`config.mk`:
```
export PLATFORM = sky130hd
export DESIGN_NAME = sltsr_regs
export DESIGN_NICKNAME = d
export VERILOG_FILES = /design/src/sltsr_pkg.sv /design/src/sltsr_regs.sv
export VERILOG_INCLUDE_DIRS = /design/src
export SDC_FILE = /design/constraint.sdc
export NUM_CORES = 1
export LEC_CHECK = 0
export BUFFER_PORTS_ARGS = -buffer_cell sky130_fd_sc_hd__buf_2
export CORE_MARGIN = 2
export CORE_UTILIZATION = 50
export DETAILED_ROUTE_END_ITERATION = 6
export HOLD_SLACK_MARGIN = 0.02
export PLACE_DENSITY = 0.88
export SLEW_MARGIN = 20
export SYNTH_ARGS = -nofsm -noshare
export SYNTH_HDL_FRONTEND = slang
export SYNTH_SLANG_ARGS = --single-unit
```
`constraint.sdc`:
```
create_clock -name core_clk_in -period 2.25 [get_ports core_clk_in]
set_clock_uncertainty 0.15 [all_clocks]
set_input_delay 0.225 -clock core_clk_in [delete_from_list [all_inputs] [get_ports core_clk_in]]
set_output_delay 0.225 -clock core_clk_in [all_outputs]
set_load 0.02 [all_outputs]
```
`src/sltsr_defs.svh`:
```
/*
 * Register offsets, field positions, reset values and code values of the
 * serial link test and status register bank.
 * Assumes inclusion by bare name from the design module, the checker and the bench.
 */
`ifndef SLTSR_DEFS_SVH
`define SLTSR_DEFS_SVH

// ----------------------------------------------------------------
// Register offsets
// ----------------------------------------------------------------
`define SLTSR_ADDR_W          12
`define SLTSR_OFS_TEST        12'h205
`define SLTSR_OFS_DEVID       12'h206
`define SLTSR_OFS_COMMA       12'h207
`define SLTSR_OFS_STATUS      12'h208

// ----------------------------------------------------------------
// Reset values
// ----------------------------------------------------------------
`define SLTSR_RST_TEST        5'h00
`define SLTSR_RST_DEVID       8'h00
`define SLTSR_RST_COMMA       2'h0

// ----------------------------------------------------------------
// Status bit positions
// ----------------------------------------------------------------
`define SLTSR_ST_LINK_UP      6
`define SLTSR_ST_SYNC         5
`define SLTSR_ST_REALIGNED    4
`define SLTSR_ST_MULTIFRAME_PHASE_SET_FLAG      3
`define SLTSR_ST_SPLL         2
`define SLTSR_ST_CPLL         0

// ----------------------------------------------------------------
// Code groups and pattern seeds
// ----------------------------------------------------------------
`define SLTSR_K28_7           8'hfc
`define SLTSR_K28_1           8'h3c
`define SLTSR_K28_5           8'hbc
`define SLTSR_D21_5           8'hb5
`define SLTSR_CLK_PATTERN     16'h00ff
`define SLTSR_PRBS_SEED       31'h0000_0001

`endif

```
`src/sltsr_pkg.sv`:
```
/*
 * Types of the serial link test and status register bank.
 * Assumes sltsr_defs.svh is on the include path.
 */
package sltsr_pkg;

    // Lane test-select codes
    typedef enum logic [4:0] {
        SLTSR_TM_NORMAL  = 5'h00,
        SLTSR_TM_PRBS7   = 5'h01,
        SLTSR_TM_PRBS15  = 5'h02,
        SLTSR_TM_PRBS23  = 5'h03,
        SLTSR_TM_RAMP    = 5'h04,
        SLTSR_TM_TRANSP  = 5'h05,
        SLTSR_TM_D21_5   = 5'h06,
        SLTSR_TM_K28_5   = 5'h07,
        SLTSR_TM_ILA     = 5'h08,
        SLTSR_TM_RPAT    = 5'h09,
        SLTSR_TM_LOW     = 5'h0a,
        SLTSR_TM_HIGH    = 5'h0b,
        SLTSR_TM_PRBS9   = 5'h0d,
        SLTSR_TM_PRBS31  = 5'h0e,
        SLTSR_TM_CLOCK   = 5'h0f,
        SLTSR_TM_K28_7   = 5'h10
    } sltsr_test_t;

    // Lane source selected for the transmit path
    typedef enum logic [3:0] {
        SLTSR_SRC_SAMPLE = 4'h0,
        SLTSR_SRC_PRBS   = 4'h1,
        SLTSR_SRC_RAMP   = 4'h2,
        SLTSR_SRC_TRANSP = 4'h3,
        SLTSR_SRC_CODE   = 4'h4,
        SLTSR_SRC_ILA    = 4'h5,
        SLTSR_SRC_RPAT   = 4'h6,
        SLTSR_SRC_STATIC = 4'h7,
        SLTSR_SRC_CLOCK  = 4'h8
    } sltsr_src_t;

    // Link-up tracker states, Gray along the usual path
    typedef enum logic [1:0] {
        SLTSR_LS_DOWN  = 2'b00,
        SLTSR_LS_ALIGN = 2'b01,
        SLTSR_LS_UP    = 2'b11
    } sltsr_link_t;

endpackage : sltsr_pkg

```
`src/sltsr_regs.sv`:
```
/*
 * Serial link test-pattern selection, alignment device identifier,
 * end-of-frame comma selection and link status for a converter's
 * multi-lane serial output.
 * Assumes one 20 MHz core clock; pll locks and sync request arrive from
 * other domains and are synchronised here; link events come from logic
 * on the same clock.
 */
// Strobed register access was chosen for this implementation.
`timescale 1ns/100ps
`include "sltsr_defs.svh"

module sltsr_regs (
    // Clock and reset
    input  wire logic                       core_clk_in,
    input  wire logic                       rst_n_in,
    // Register port
    input  wire logic [`SLTSR_ADDR_W-1:0]   reg_addr_in,
    input  wire logic [7:0]                 reg_wdata_in,
    input  wire logic                       reg_wr_in,
    input  wire logic                       reg_rd_in,
    output logic      [7:0]                 reg_rdata_out,
    // Link context from the core
    input  wire logic                       serial_link_enable_in,
    input  wire logic                       link_8b10b_in,
    input  wire logic                       frame_end_slot_in,
    input  wire logic                       sysref_event_in,
    input  wire logic                       sysref_realign_in,
    input  wire logic                       data_start_in,
    // Asynchronous status sources
    input  wire logic                       sync_request_n_in,
    input  wire logic                       serializer_pll_lock_in,
    input  wire logic                       converter_pll_lock_in,
    // Transmit path control
    output logic      [3:0]                 lane_src_out,
    output logic      [7:0]                 lane_code_out,
    output logic                            lane_static_level_out,
    output logic      [15:0]                lane_clock_pattern_out,
    output logic      [30:0]                prbs_state_out,
    output logic      [7:0]                 ila_device_id_out,
    output logic                            frame_end_insert_out,
    output logic      [7:0]                 frame_end_code_out
);

    // ----------------------------------------------------------------
    // Functions
    // ----------------------------------------------------------------
    // Standard PRBS polynomials, Fibonacci form shifting left
    function automatic logic [30:0] prbs_step(input logic [30:0] s,
                                              input logic [4:0]  mode);
        logic fb;
        fb = 1'b0;
        case (mode)
            5'h01:   fb = s[6]  ^ s[5];   // x7+x6+1
            5'h02:   fb = s[14] ^ s[13];  // x15+x14+1
            5'h03:   fb = s[22] ^ s[17];  // x23+x18+1
            5'h0d:   fb = s[8]  ^ s[4];   // x9+x5+1
            default: fb = s[30] ^ s[27];  // x31+x28+1
        endcase
        prbs_step = {s[29:0], fb};
    endfunction : prbs_step

    function automatic logic is_prbs(input logic [4:0] code);
        is_prbs = (code == 5'h01) || (code == 5'h02) || (code == 5'h03) ||
                  (code == 5'h0d) || (code == 5'h0e);
    endfunction : is_prbs

    // ----------------------------------------------------------------
    // Input synchronisers
    // ----------------------------------------------------------------
    logic [2:0] async_meta_reg;
    logic [2:0] async_sync_reg;

    always_ff @(posedge core_clk_in or negedge rst_n_in)
    begin
        if (!rst_n_in)
        begin
            async_meta_reg <= 3'h0;
            async_sync_reg <= 3'h0;
        end
        else
        begin
            async_meta_reg <= {sync_request_n_in, serializer_pll_lock_in,
                               converter_pll_lock_in};
            async_sync_reg <= async_meta_reg;
        end
    end

    wire sync_deasserted     = async_sync_reg[2];
    wire serializer_pll_lock = async_sync_reg[1];
    wire converter_pll_lock  = async_sync_reg[0];

    // ----------------------------------------------------------------
    // Register decode
    // ----------------------------------------------------------------
    wire hit_test   = (reg_addr_in == `SLTSR_OFS_TEST);
    wire hit_devid  = (reg_addr_in == `SLTSR_OFS_DEVID);
    wire hit_comma  = (reg_addr_in == `SLTSR_OFS_COMMA);
    wire hit_status = (reg_addr_in == `SLTSR_OFS_STATUS);

    wire wr_test   = reg_wr_in && hit_test;
    wire wr_devid  = reg_wr_in && hit_devid;
    wire wr_comma  = reg_wr_in && hit_comma;
    wire wr_status = reg_wr_in && hit_status;

    logic [4:0] test_sel_reg;
    logic [7:0] device_id_reg;
    logic [1:0] comma_sel_reg;
    logic       realigned_reg;
    logic       multiframe_phase_set_flag_reg;
    logic       multiframe_phase_set_flag_armed_reg;

    // Reserved bits are not stored, so they read back as zero
    // Writes while the link runs are accepted; their effect is undefined
    always_ff @(posedge core_clk_in or negedge rst_n_in)
    begin
        if (!rst_n_in)
        begin
            test_sel_reg  <= `SLTSR_RST_TEST;
            device_id_reg <= `SLTSR_RST_DEVID;
            comma_sel_reg <= `SLTSR_RST_COMMA;
        end
        else
        begin
            if (wr_test)
                test_sel_reg <= reg_wdata_in[4:0];
            if (wr_devid)
                device_id_reg <= reg_wdata_in;
            if (wr_comma)
                comma_sel_reg <= reg_wdata_in[1:0];
        end
    end

    // ----------------------------------------------------------------
    // Sticky alignment flags; set wins over write-one-clear
    // ----------------------------------------------------------------
    wire clr_realigned = wr_status && reg_wdata_in[`SLTSR_ST_REALIGNED];
    wire clr_multiframe_phase_set_flag   = wr_status && reg_wdata_in[`SLTSR_ST_MULTIFRAME_PHASE_SET_FLAG];
    wire first_sysref  = serial_link_enable_in && multiframe_phase_set_flag_armed_reg &&
                         sysref_event_in;

    wire realigned_next = sysref_realign_in ||
                          (realigned_reg && !clr_realigned);
    wire multiframe_phase_set_flag_next   = first_sysref ||
                          (multiframe_phase_set_flag_reg && !clr_multiframe_phase_set_flag);

    always_ff @(posedge core_clk_in or negedge rst_n_in)
    begin
        if (!rst_n_in)
        begin
            realigned_reg     <= 1'b0;
            multiframe_phase_set_flag_reg       <= 1'b0;
            multiframe_phase_set_flag_armed_reg <= 1'b1;
        end
        else
        begin
            realigned_reg     <= realigned_next;
            multiframe_phase_set_flag_reg       <= multiframe_phase_set_flag_next;
            // Rearm on disable so the next enable catches its first SYSREF
            multiframe_phase_set_flag_armed_reg <= !serial_link_enable_in ||
                                 (multiframe_phase_set_flag_armed_reg && !first_sysref);
        end
    end

    // ----------------------------------------------------------------
    // Link-up tracker
    // ----------------------------------------------------------------
    sltsr_pkg::sltsr_link_t link_state_reg;
    sltsr_pkg::sltsr_link_t link_state_next;

    always_comb
    begin
        link_state_next = link_state_reg;
        if (!serial_link_enable_in || !sync_deasserted)
            link_state_next = sltsr_pkg::SLTSR_LS_DOWN;
        else
            case (link_state_reg)
                sltsr_pkg::SLTSR_LS_DOWN:
                    link_state_next = sltsr_pkg::SLTSR_LS_ALIGN;
                sltsr_pkg::SLTSR_LS_ALIGN:
                    if (data_start_in)
                        link_state_next = sltsr_pkg::SLTSR_LS_UP;
                default:
                    link_state_next = sltsr_pkg::SLTSR_LS_UP;
            endcase
    end

    always_ff @(posedge core_clk_in or negedge rst_n_in)
    begin
        if (!rst_n_in)
            link_state_reg <= sltsr_pkg::SLTSR_LS_DOWN;
        else
            link_state_reg <= link_state_next;
    end

    wire link_up = (link_state_reg == sltsr_pkg::SLTSR_LS_UP);

    // ----------------------------------------------------------------
    // Read data
    // ----------------------------------------------------------------
    wire [7:0] status_word = {1'b0, link_up, sync_deasserted,
                              realigned_reg, multiframe_phase_set_flag_reg,
                              serializer_pll_lock, 1'b0,
                              converter_pll_lock};

    logic [7:0] rdata_sel;
    always_comb
    begin
        if (hit_test)
            rdata_sel = {3'h0, test_sel_reg};
        else if (hit_devid)
            rdata_sel = device_id_reg;
        else if (hit_comma)
            rdata_sel = {6'h00, comma_sel_reg};
        else if (hit_status)
            rdata_sel = status_word;
        else
            rdata_sel = 8'h00;
    end

    always_ff @(posedge core_clk_in or negedge rst_n_in)
    begin
        if (!rst_n_in)
            reg_rdata_out <= 8'h00;
        else
            reg_rdata_out <= reg_rd_in ? rdata_sel : 8'h00;
    end

    // ----------------------------------------------------------------
    // Test pattern selection
    // ----------------------------------------------------------------
    // 8B/10B-only patterns fall back to sample data in 64B/66B modes
    wire only_8b10b = (test_sel_reg == sltsr_pkg::SLTSR_TM_K28_5) ||
                      (test_sel_reg == sltsr_pkg::SLTSR_TM_ILA)   ||
                      (test_sel_reg == sltsr_pkg::SLTSR_TM_RPAT)  ||
                      (test_sel_reg == sltsr_pkg::SLTSR_TM_K28_7);
    wire [4:0] eff_test = (only_8b10b && !link_8b10b_in) ?
                          5'h00 : test_sel_reg;

    sltsr_pkg::sltsr_src_t src_next;
    logic [7:0]            code_next;
    always_comb
    begin
        code_next = 8'h00;
        case (eff_test)
            5'h01, 5'h02, 5'h03, 5'h0d, 5'h0e:
                src_next = sltsr_pkg::SLTSR_SRC_PRBS;
            5'h04:   src_next = sltsr_pkg::SLTSR_SRC_RAMP;
            5'h05:   src_next = sltsr_pkg::SLTSR_SRC_TRANSP;
            5'h06:
            begin
                src_next  = sltsr_pkg::SLTSR_SRC_CODE;
                code_next = `SLTSR_D21_5;
            end
            5'h07:
            begin
                src_next  = sltsr_pkg::SLTSR_SRC_CODE;
                code_next = `SLTSR_K28_5;
            end
            5'h10:
            begin
                src_next  = sltsr_pkg::SLTSR_SRC_CODE;
                code_next = `SLTSR_K28_7;
            end
            5'h08:   src_next = sltsr_pkg::SLTSR_SRC_ILA;
            5'h09:   src_next = sltsr_pkg::SLTSR_SRC_RPAT;
            5'h0a, 5'h0b:
                src_next = sltsr_pkg::SLTSR_SRC_STATIC;
            5'h0f:   src_next = sltsr_pkg::SLTSR_SRC_CLOCK;
            // Zero and every reserved code give normal sample data
            default: src_next = sltsr_pkg::SLTSR_SRC_SAMPLE;
        endcase
    end

    // ----------------------------------------------------------------
    // PRBS generator
    // ----------------------------------------------------------------
    logic [4:0]  prbs_mode_reg;
    logic [30:0] prbs_reg;
    wire         prbs_on   = is_prbs(eff_test);
    wire         prbs_new  = prbs_on && (eff_test != prbs_mode_reg);
    wire [30:0]  prbs_next = prbs_new ? `SLTSR_PRBS_SEED :
                             prbs_on ? prbs_step(prbs_reg, eff_test) :
                             prbs_reg;

    always_ff @(posedge core_clk_in or negedge rst_n_in)
    begin
        if (!rst_n_in)
        begin
            prbs_mode_reg <= 5'h00;
            prbs_reg      <= `SLTSR_PRBS_SEED;
        end
        else
        begin
            prbs_mode_reg <= eff_test;
            prbs_reg      <= prbs_next;
        end
    end

    // ----------------------------------------------------------------
    // End-of-frame comma
    // ----------------------------------------------------------------
    // Reserved selection 3 sends nothing rather than a guessed comma
    wire [7:0] comma_sel = (comma_sel_reg == 2'h1) ? `SLTSR_K28_1 :
                           (comma_sel_reg == 2'h2) ? `SLTSR_K28_5 :
                           `SLTSR_K28_7;
    wire comma_ok = (comma_sel_reg != 2'h3);

    // ----------------------------------------------------------------
    // Registered transmit controls
    // ----------------------------------------------------------------
    always_ff @(posedge core_clk_in or negedge rst_n_in)
    begin
        if (!rst_n_in)
        begin
            lane_src_out           <= 4'h0;
            lane_code_out          <= 8'h00;
            lane_static_level_out  <= 1'b0;
            lane_clock_pattern_out <= 16'h0000;
            ila_device_id_out      <= `SLTSR_RST_DEVID;
            frame_end_insert_out   <= 1'b0;
            frame_end_code_out     <= `SLTSR_K28_7;
        end
        else
        begin
            lane_src_out           <= src_next;
            lane_code_out          <= code_next;
            lane_static_level_out  <= (eff_test == 5'h0b);
            lane_clock_pattern_out <= `SLTSR_CLK_PATTERN;
            ila_device_id_out      <= device_id_reg;
            frame_end_insert_out   <= frame_end_slot_in && link_8b10b_in &&
                                      comma_ok;
            frame_end_code_out     <= comma_sel;
        end
    end

    assign prbs_state_out = prbs_reg;

endmodule : sltsr_regs

```
# == Yosys cells after proc, flatten, opt, wreduce, memory -nomap -nowiden ==
# Cells that the tools add are included.
# totals
ff_bits,101
elab_cells,107
input_bits,33
output_inout_bits,85
# op_classes
bitwise_logic,5
n_mux,16
n_eq_ne,30
n_reduce_logical,37
# op_table
operator,n
31-bit two-way mux,2
12-bit by 10-bit equality test with 1-bit output (second input constant),4
5-bit by 4-bit equality test with 1-bit output (second input constant),9
8-bit two-way mux,5
4-bit case mux with 8 select lines,1
5-bit by 3-bit equality test with 1-bit output (second input constant),5
8-bit case mux with 3 select lines,1
1-bit logical AND,15
7-bit two-way mux,2
1-bit logical OR,11
5-bit by 2-bit equality test with 1-bit output (second input constant),2
5-bit equality test (second input constant),2
1-bit zero test,6
5-bit by 1-bit equality test with 1-bit output (second input constant),1
5-bit two-way mux,1
5-bit != test,1
5-bit OR reduction,1
1-bit XOR,5
2-bit by 1-bit equality test with 1-bit output (second input constant),2
2-bit equality test (second input constant),2
2-bit two-way mux,2
1-bit case mux with 4 select lines,1
2-bit case mux with 2 select lines,1
3-bit != test (second input constant),1
5 further kinds,5

# == Logic depth before layout (Yosys ltp) ==
# Gate-level depths: netlist (run 1).
# logic_depth
word_depth,13
ltp_mapped,7
mapped_depth_nobuf,5

# == Worst setup path after synthesis (run 1) ==
# Ideal clock, no wire load.
# synth_path
kind,input port to flip-flop
from,input reg_addr_in[8]
to,register comma_sel_reg[0]
t_required_ns,1.975
n_path_buf,0
path_slack_ns,0.194
setup_time_ns,0.125
stages,5
arrival_ns,1.781
cell_sequence,or4b_1 -> or2_1 -> or2_1 -> nor2_1 -> mux2_2
# synth_between
elab_chain_len,2
# synth_rtl
element,line_no,text
"start, declared",sltsr_regs.sv:18,"input wire logic [`SLTSR_ADDR_W-1:0] reg_addr_in,"
12-bit by 10-bit equality test with 1-bit output (no line),--,
1-bit logical AND,sltsr_regs.sv:103,wire wr_comma = reg_wr_in && hit_comma;
"end signal, assigned",sltsr_regs.sv:121,comma_sel_reg <= `SLTSR_RST_COMMA;
"end signal, assigned",sltsr_regs.sv:130,comma_sel_reg <= reg_wdata_in[1:0];
"end, declared",sltsr_regs.sv:108,logic [1:0] comma_sel_reg;
# No other way between the ends.
# A chain may end at the register's enable or synchronous reset.

# == Final worst setup path (run 1) ==
# layout_path
from,register test_sel_reg[3]
to,register prbs_reg[1] (netlist: prbs_state_out[1])
# layout_between
elab_chain_len,13
word_cells_on_any_way,22
classes_between,eq/ne: 10; mux: 2; reduce/logical: 10
# layout_rtl
element,line_no,text
"start, declared",sltsr_regs.sv:106,logic [4:0] test_sel_reg;
"start signal, assigned",sltsr_regs.sv:119,test_sel_reg <= `SLTSR_RST_TEST;
"start signal, assigned",sltsr_regs.sv:126,test_sel_reg <= reg_wdata_in[4:0];
5-bit by 3-bit equality test with 1-bit output or 5-bit by 4-bit equality test with 1-bit output (tied branches),"sltsr_regs.sv:233, sltsr_regs.sv:234",
1-bit logical OR,sltsr_regs.sv:233,wire only_8b10b = (test_sel_reg == sltsr_pkg::SLTSR_TM_K28_5) ||
1-bit logical OR,sltsr_regs.sv:234,(test_sel_reg == sltsr_pkg::SLTSR_TM_ILA) ||
1-bit logical OR,sltsr_regs.sv:235,(test_sel_reg == sltsr_pkg::SLTSR_TM_RPAT) ||
1-bit logical AND,sltsr_regs.sv:237,wire [4:0] eff_test = (only_8b10b && !link_8b10b_in) ?
5-bit two-way mux (*),sltsr_regs.sv:237,
5-bit by 1-bit equality test with 1-bit output or 5-bit by 2-bit equality test with 1-bit output (tied branches),sltsr_regs.sv:64,is_prbs = (code == 5'h01) || (code == 5'h02) || (code == 5'h03) ||
1-bit logical OR (3 in a row),sltsr_regs.sv:64,
1-bit logical OR,sltsr_regs.sv:65,(code == 5'h0d) || (code == 5'h0e);
1-bit logical AND,sltsr_regs.sv:281,wire prbs_new = prbs_on && (eff_test != prbs_mode_reg);
31-bit two-way mux or 2-bit nonzero test (tied branches),--,
"end signal, assigned",sltsr_regs.sv:291,prbs_reg <= `SLTSR_PRBS_SEED;
"end signal, assigned",sltsr_regs.sv:296,prbs_reg <= prbs_next;
"end, declared",sltsr_regs.sv:279,logic [30:0] prbs_reg;
# Mark *: on every way between the ends. The rest lies on a longest branch, timed or not.

==> flow_summary.yaml, run 1 <==
status:
  outcome: "complete, no violations"
min_path:
  hold_start: "reg_wdata_in[0]"
  hold_path_class: "in2reg"
  worstHoldPathCells: 2
sta:
  finalSetupTns_ps: 0
  period_needed_ps: 2180
  slew_headroom_pct: 63.2
  setup-violations-final: 0
  fin_crit_sh_pct: 96.9
  final-max-slew-violation-count: 0
  max_clock_freq_mhz: 458
  rsz0062_at_grt: "no"
  worst_slew_pin_slew_ps: 552
  finalHoldViolCount: 0
critical_path:
  cp.arrival_ps: 2270
  crit_family: "compound AO/OA/AOI/OAI gates"
  worstSetupEndpointType: "flop"
  path_buf_inv: 1
  critical_path.slowest_cell: "dfrtp_1"
  crit_chain: "nor4b_4 > nand2_1 > a41oi_1 > a2111oi_4 > buf_12 > a22o_2"
  r2r-start: "test_sel_reg[3]"
  cp.depth: 6
  startpoint_type: "flop"
  reg2regPathDepth: 6
  required_ps: 2340
  worstPathMaxFanout: 31
  reg2reg_slack_ps: 70
  critPathKind: "reg2reg"
  crit_start: "test_sel_reg[3]"
  slowest_delay_ps: 520
clock_network:
  cts_tree: "built"
  clk_latency_ps: 350
  cts_sinks: 91
  clkTransAtPathRegs_ps: 90
  clock_path_buffers: 2
  htree_num_levels: 3
  cts_buffers: 9
  cts_root_buffer: "clkbuf_8"
synth:
  synth-main-ff-cell: "dfrtp_1"
  synth_area_leaders: "dfrtp_1 (56%), a22o_1 (6.6%), buf_4 (5.0%), mux2_2 (3.5%), dfstp_2 (2.7%)"
  synth_top_cell_by_area: "dfrtp_1"
  synth_cell_types: 63
  netlist_instances: 313
  yosysWarnings: 0
  postSynthAreaPerCell_um2: 12.4
  synth_edf_count: 0
  synth.yosys.seq_area_share_pct: 59.0
  synth.top_cell.area_share_pct: 56.2
  yosysMostFrequentCell: "dfrtp_1"
  async_reset_ff_share_pct: 100
  ys_top_cells_by_count: "dfrtp_1 (87), a22o_1 (29), buf_4 (26)"
  synth.ff_latch_count: 91
  synth_area_um2: 3870
detailed_routing:
  first_pass_iters: 7
  viasPerCell: 5.35
  final_antenna_net_count: 0
  wl_um: 8620
  wire_per_inst_um: 16.0
  drtIter0Drc: 223
  drc: 0
  dr_total_vias: 2888
place:
  dp_hpwl_um: 5910
  portBuffers: 102
  gp_congestion: 0.929
finish:
  fillers: 590
  diodes: 0
  multi_input_area_um2: 1310
  final_layout_size_suffix_gt1_share_pct: 37.4
  syn_to_final_growth_pct: 23.9
  largest_register_ffs: 31
  num-nets-final: 468
  seq_area_um2: 2290
global_routing:
  grt_pass1_vias: 2800
  antenna_found_initial: 0
  grt_use_met3_pct: 3.62
  grt_first_pass_wirelength_um: 14000
  use_met1_pct: 27.4
  grt_max_degree: 50
  use_met2_pct: 34.3
  gr-usage-all-layers_pct: 20.8
  grt.busiest_layer: "met2"
  grt.overflow.total: 0
floorplanning:
  coreArea_um2: 7610
  die_h_um: 92.0
  initial_core_util_pct: 50.9
  die_area_um2: 8460
  dieWidth_um: 92.0
  boundaryPins: 118
  num_rows: 32
power:
  fin_total_pwr_w: 0.00289
  power.static_leakage_nw: 2.50
  cellPowerDensity_nw_per_um2: 602
  peakVddDrop_uv: 316
flow_run:
  maxCapViolations: 0
stage by stage:
step	std cells	hold slack, ps	util [%]	worst slack, ps	area [um2]
6_report	540	33.7	63.0	68.7	4800
5_1_grt	540	22.2	63.0	5.04	4800
4_1_cts	540	25.2	62.9	39.7	4780
3_5_place_dp	506	101	58.1	30.2	4420
3_3_place_gp	506	89.8	58.1	102	4420
2_1_floorplan	327	-221	-	194	3920
worst paths after layout:
check                                   endpoint
max                            prbs_state_out[1]
min                             device_id_reg[0]
max reg2reg                    prbs_state_out[1]
min reg2reg                    async_sync_reg[1]
max in group asynchronous  frame_end_code_out[7]
min in group asynchronous      link_state_reg[1]
cells by family after synthesis:
family                   share of synthesized area [%]
AND/OR/NAND/NOR                                   10.7
AO/OA/AOI/OAI                                     15.1
buffers and inverters                             8.73
multiplexers                                      4.36
flip-flops                                        59.0
adder cells (fa/ha/maj)                          0.646
other                                            0.194
XOR/XNOR                                          1.36
final cells by class:
class,instances,share of cell area (%)
inverter,12,0.939
sequential,91,47.7
clock inverter,5,0.730
clock buffer,11,3.16
multi-input combinational,183,27.4
timing repair buffer,136,17.5
tap,102,2.66
cell usage in the layout, fill, tap and decap left out, types with 2 or more instances in the layout:
| master | count |
|---|---|
| a21o_1 | 2 |
| a21oi_1 | 14 |
| a22o_1 | 29 |
| a22oi_1 | 4 |
| a31oi_1 | 2 |
| a32o_1 | 2 |
| a32oi_1 | 2 |
| and2_2 | 2 |
| and3_1 | 2 |
| buf_12 | 2 |
| buf_2 | 101 |
| buf_4 | 15 |
| clkbuf_8 | 11 |
| clkinv_2 | 2 |
| conb_1 | 16 |
| dfrtp_1 | 84 |
| dfrtp_2 | 3 |
| dfstp_2 | 4 |
| dlygate4sd3_1 | 18 |
| ha_1 | 2 |
| inv_1 | 12 |
| inv_6 | 2 |
| mux2_1 | 3 |
| mux2_2 | 12 |
| nand2_1 | 13 |
| nand3_1 | 3 |
| nor2_1 | 18 |
| nor2b_1 | 5 |
| nor3_1 | 2 |
| nor3b_1 | 2 |
| nor4_1 | 3 |
| o21ai_0 | 4 |
| or2_1 | 2 |
| or3_1 | 3 |
| xnor2_1 | 4 |
| xor2_1 | 2 |
metal layers:
metal / share of wire (%) / vias up
met5: 0 / -
met4: 2.2 / 0
met3: 4.9 / 21
met2: 52 / 109
met1: 41 / 1449
li1: - / 1309
where the power goes:
part	switching [W]	internal (W)
Clock	0.000573	0.000467
Sequential	0.00000990	0.00165
Combinational	0.000117	0.0000695
timing repair:
action	CTS	global route
hold buffers	18	0
setup buffers	0	0
endpoints found under the setup margin	0	31
resized for setup	0	4
hold endpoints to repair	63	0
worst reg2reg max path: cells and delay by family (launching register included):
kind | cells | cell delay [ps]
AOI/OAI and AO/OA | 3 | 700
and+or+nand+nor | 2 | 530
DFF | 1 | 520
buffers and inverters | 1 | 180
Power figures use the tool's default switching activity.
==> run 2, diff against run 1 <==
CORE_UTILIZATION = 41   (was 50)
PLACE_DENSITY = 0.76   (was 0.88)
==> flow_summary.yaml, run 2 (synthesis gave the netlist of run 1 again) <==
floorplanning:
  die_area_um2: 10200
  boundaryPins: 118
  num_rows: 35
  coreArea_um2: 9200
  initial_core_util_pct: 42.1
  die_h_um: 101
  dieWidth_um: 101
critical_path:
  r2r-start: "test_sel_reg[4]"
  crit_family: "buffers and inverters"
  worstPathMaxFanout: 15
  startpoint_type: "flop"
  crit_chain: "buf_4 > nor2_1 > or3_1 > nand4_2 > a2111oi_4 > buf_4 > clkbuf_16 > a22o_1"
  worstSetupEndpointType: "flop"
  crit_start: "test_sel_reg[4]"
  slowest_delay_ps: 510
  required_ps: 2400
  path_buf_inv: 3
  cp.arrival_ps: 2310
  critical_path.slowest_cell: "dfrtp_2"
  cpMostUsedCell: "buf_4"
  critPathKind: "reg2reg"
status:
  outcome: "complete, no violations"
sta:
  slew_headroom_pct: 67.9
  setup-violations-final: 0
  period_needed_ps: 2170
  finalHoldViolCount: 0
  final-max-slew-violation-count: 0
  fin_crit_sh_pct: 96.2
  worst_slew_pin_slew_ps: 470
  hold_ws_ps: 86.9
  max_clock_freq_mhz: 462
  fin_ws_ps: 84.7
finish:
  final_common_cell: "buf_2"
  final_layout_size_suffix_gt1_share_pct: 38.4
  num-nets-final: 475
  syn_to_final_growth_pct: 26.4
  final_cells: 556
  fillers: 806
  seq_area_um2: 2290
  largest_register_ffs: 31
  fin_util_pct: 53.2
  diodes: 0
  multi_input_area_um2: 1320
  layout_common_cells: "buf_2 (101), dfrtp_1 (83), a22o_1 (29)"
global_routing:
  grt_max_degree: 47
  gr-usage-all-layers_pct: 16.7
  antenna_found_initial: 0
  grt_first_pass_wirelength_um: 13500
  grt.overflow.total: 0
  grt_pass1_vias: 2745
place:
  portBuffers: 102
  dp.cells: 518
  gp_congestion: 0.766
  dpl_worst_slack_ps: 63.3
  dp_hpwl_um: 5820
clock_network:
  htree_num_levels: 3
  cts_root_buffer: "clkbuf_8"
  clk_latency_ps: 360
  clock_path_buffers: 2
  cts_tree: "built"
  cts_buffers: 9
  clkTransAtPathRegs_ps: 90
  cts_sinks: 91
detailed_routing:
  final_antenna_net_count: 0
  wl_um: 8540
  wire_per_inst_um: 15.4
  drtIter0Drc: 117
  dr_total_vias: 2870
  first_pass_iters: 4
  viasPerCell: 5.16
  drc: 0
power:
  peakVddDrop_uv: 274
  power.static_leakage_nw: 2.54
  cellPowerDensity_nw_per_um2: 591
  fin_total_pwr_w: 0.00289
flow_run:
  maxCapViolations: 0
min_path:
  hold_path_class: "in2reg"
  hold_start: "reg_wr_in"
## run 2: final cells by class
class                      instances  share of cell area, %
clock inverter                     5                  0.742
sequential                        91                   46.8
tap                              111                   2.84
timing repair buffer             143                   18.7
clock buffer                      11                   3.09
multi-input combinational        183                   27.0
inverter                          12                  0.921
## run 2: stage by stage
stage | area (um2) | setup TNS (ps)
3_3_place_gp | 4450 | 0
3_5_place_dp | 4450 | 0
4_1_cts | 4840 | 0
6_report | 4890 | 0
5_1_grt | 4890 | -7.71
2_1_floorplan | 3920 | 0
## run 2: tightest hold or removal path: stages
cell     delay [ps]
buf_2           150
nand3_1          70
a21o_1          110
## run 2: report_power, final
part | internal [W] | switching (W) | total (W)
sequential | 0.00165 | 0.0000104 | 0.00166
clock | 0.000466 | 0.000573 | 0.00104
combinational | 0.0000736 | 0.000117 | 0.000190
## run 2: timing repair
action | in CTS | in global routing
hold buffers | 20 | 0
buffers inserted | 0 | 1
gates resized for setup | 0 | 6
setup endpoints to repair | 0 | 31
endpoints found under the hold margin | 113 | 0
## run 2: metal layers
metal / wire length [um] / share of wire [%] / vias to the layer above / global-route usage [%]
li1: - / - / 1343 / -
met1: 3730 / 44 / 1412 / 21.8
met2: 4220 / 49 / 97 / 26.9
met3: 438 / 5.1 / 18 / 4.97
met4: 155 / 1.8 / 0 / 5.61
met5: 0 / 0 / - / 0
## run 2: final timing paths
check	to	slack (ps)	depth (start not counted)
worst max-delay path	prbs_state_out[11]	80	8
worst min-delay path	realigned_reg	90	3
worst max register to register	prbs_state_out[11]	80	8
worst min register to register	async_sync_reg[2]	210	0
max in group asynchronous	prbs_state_out[0]	1160	3
min in group asynchronous	device_id_reg[5]	110	2
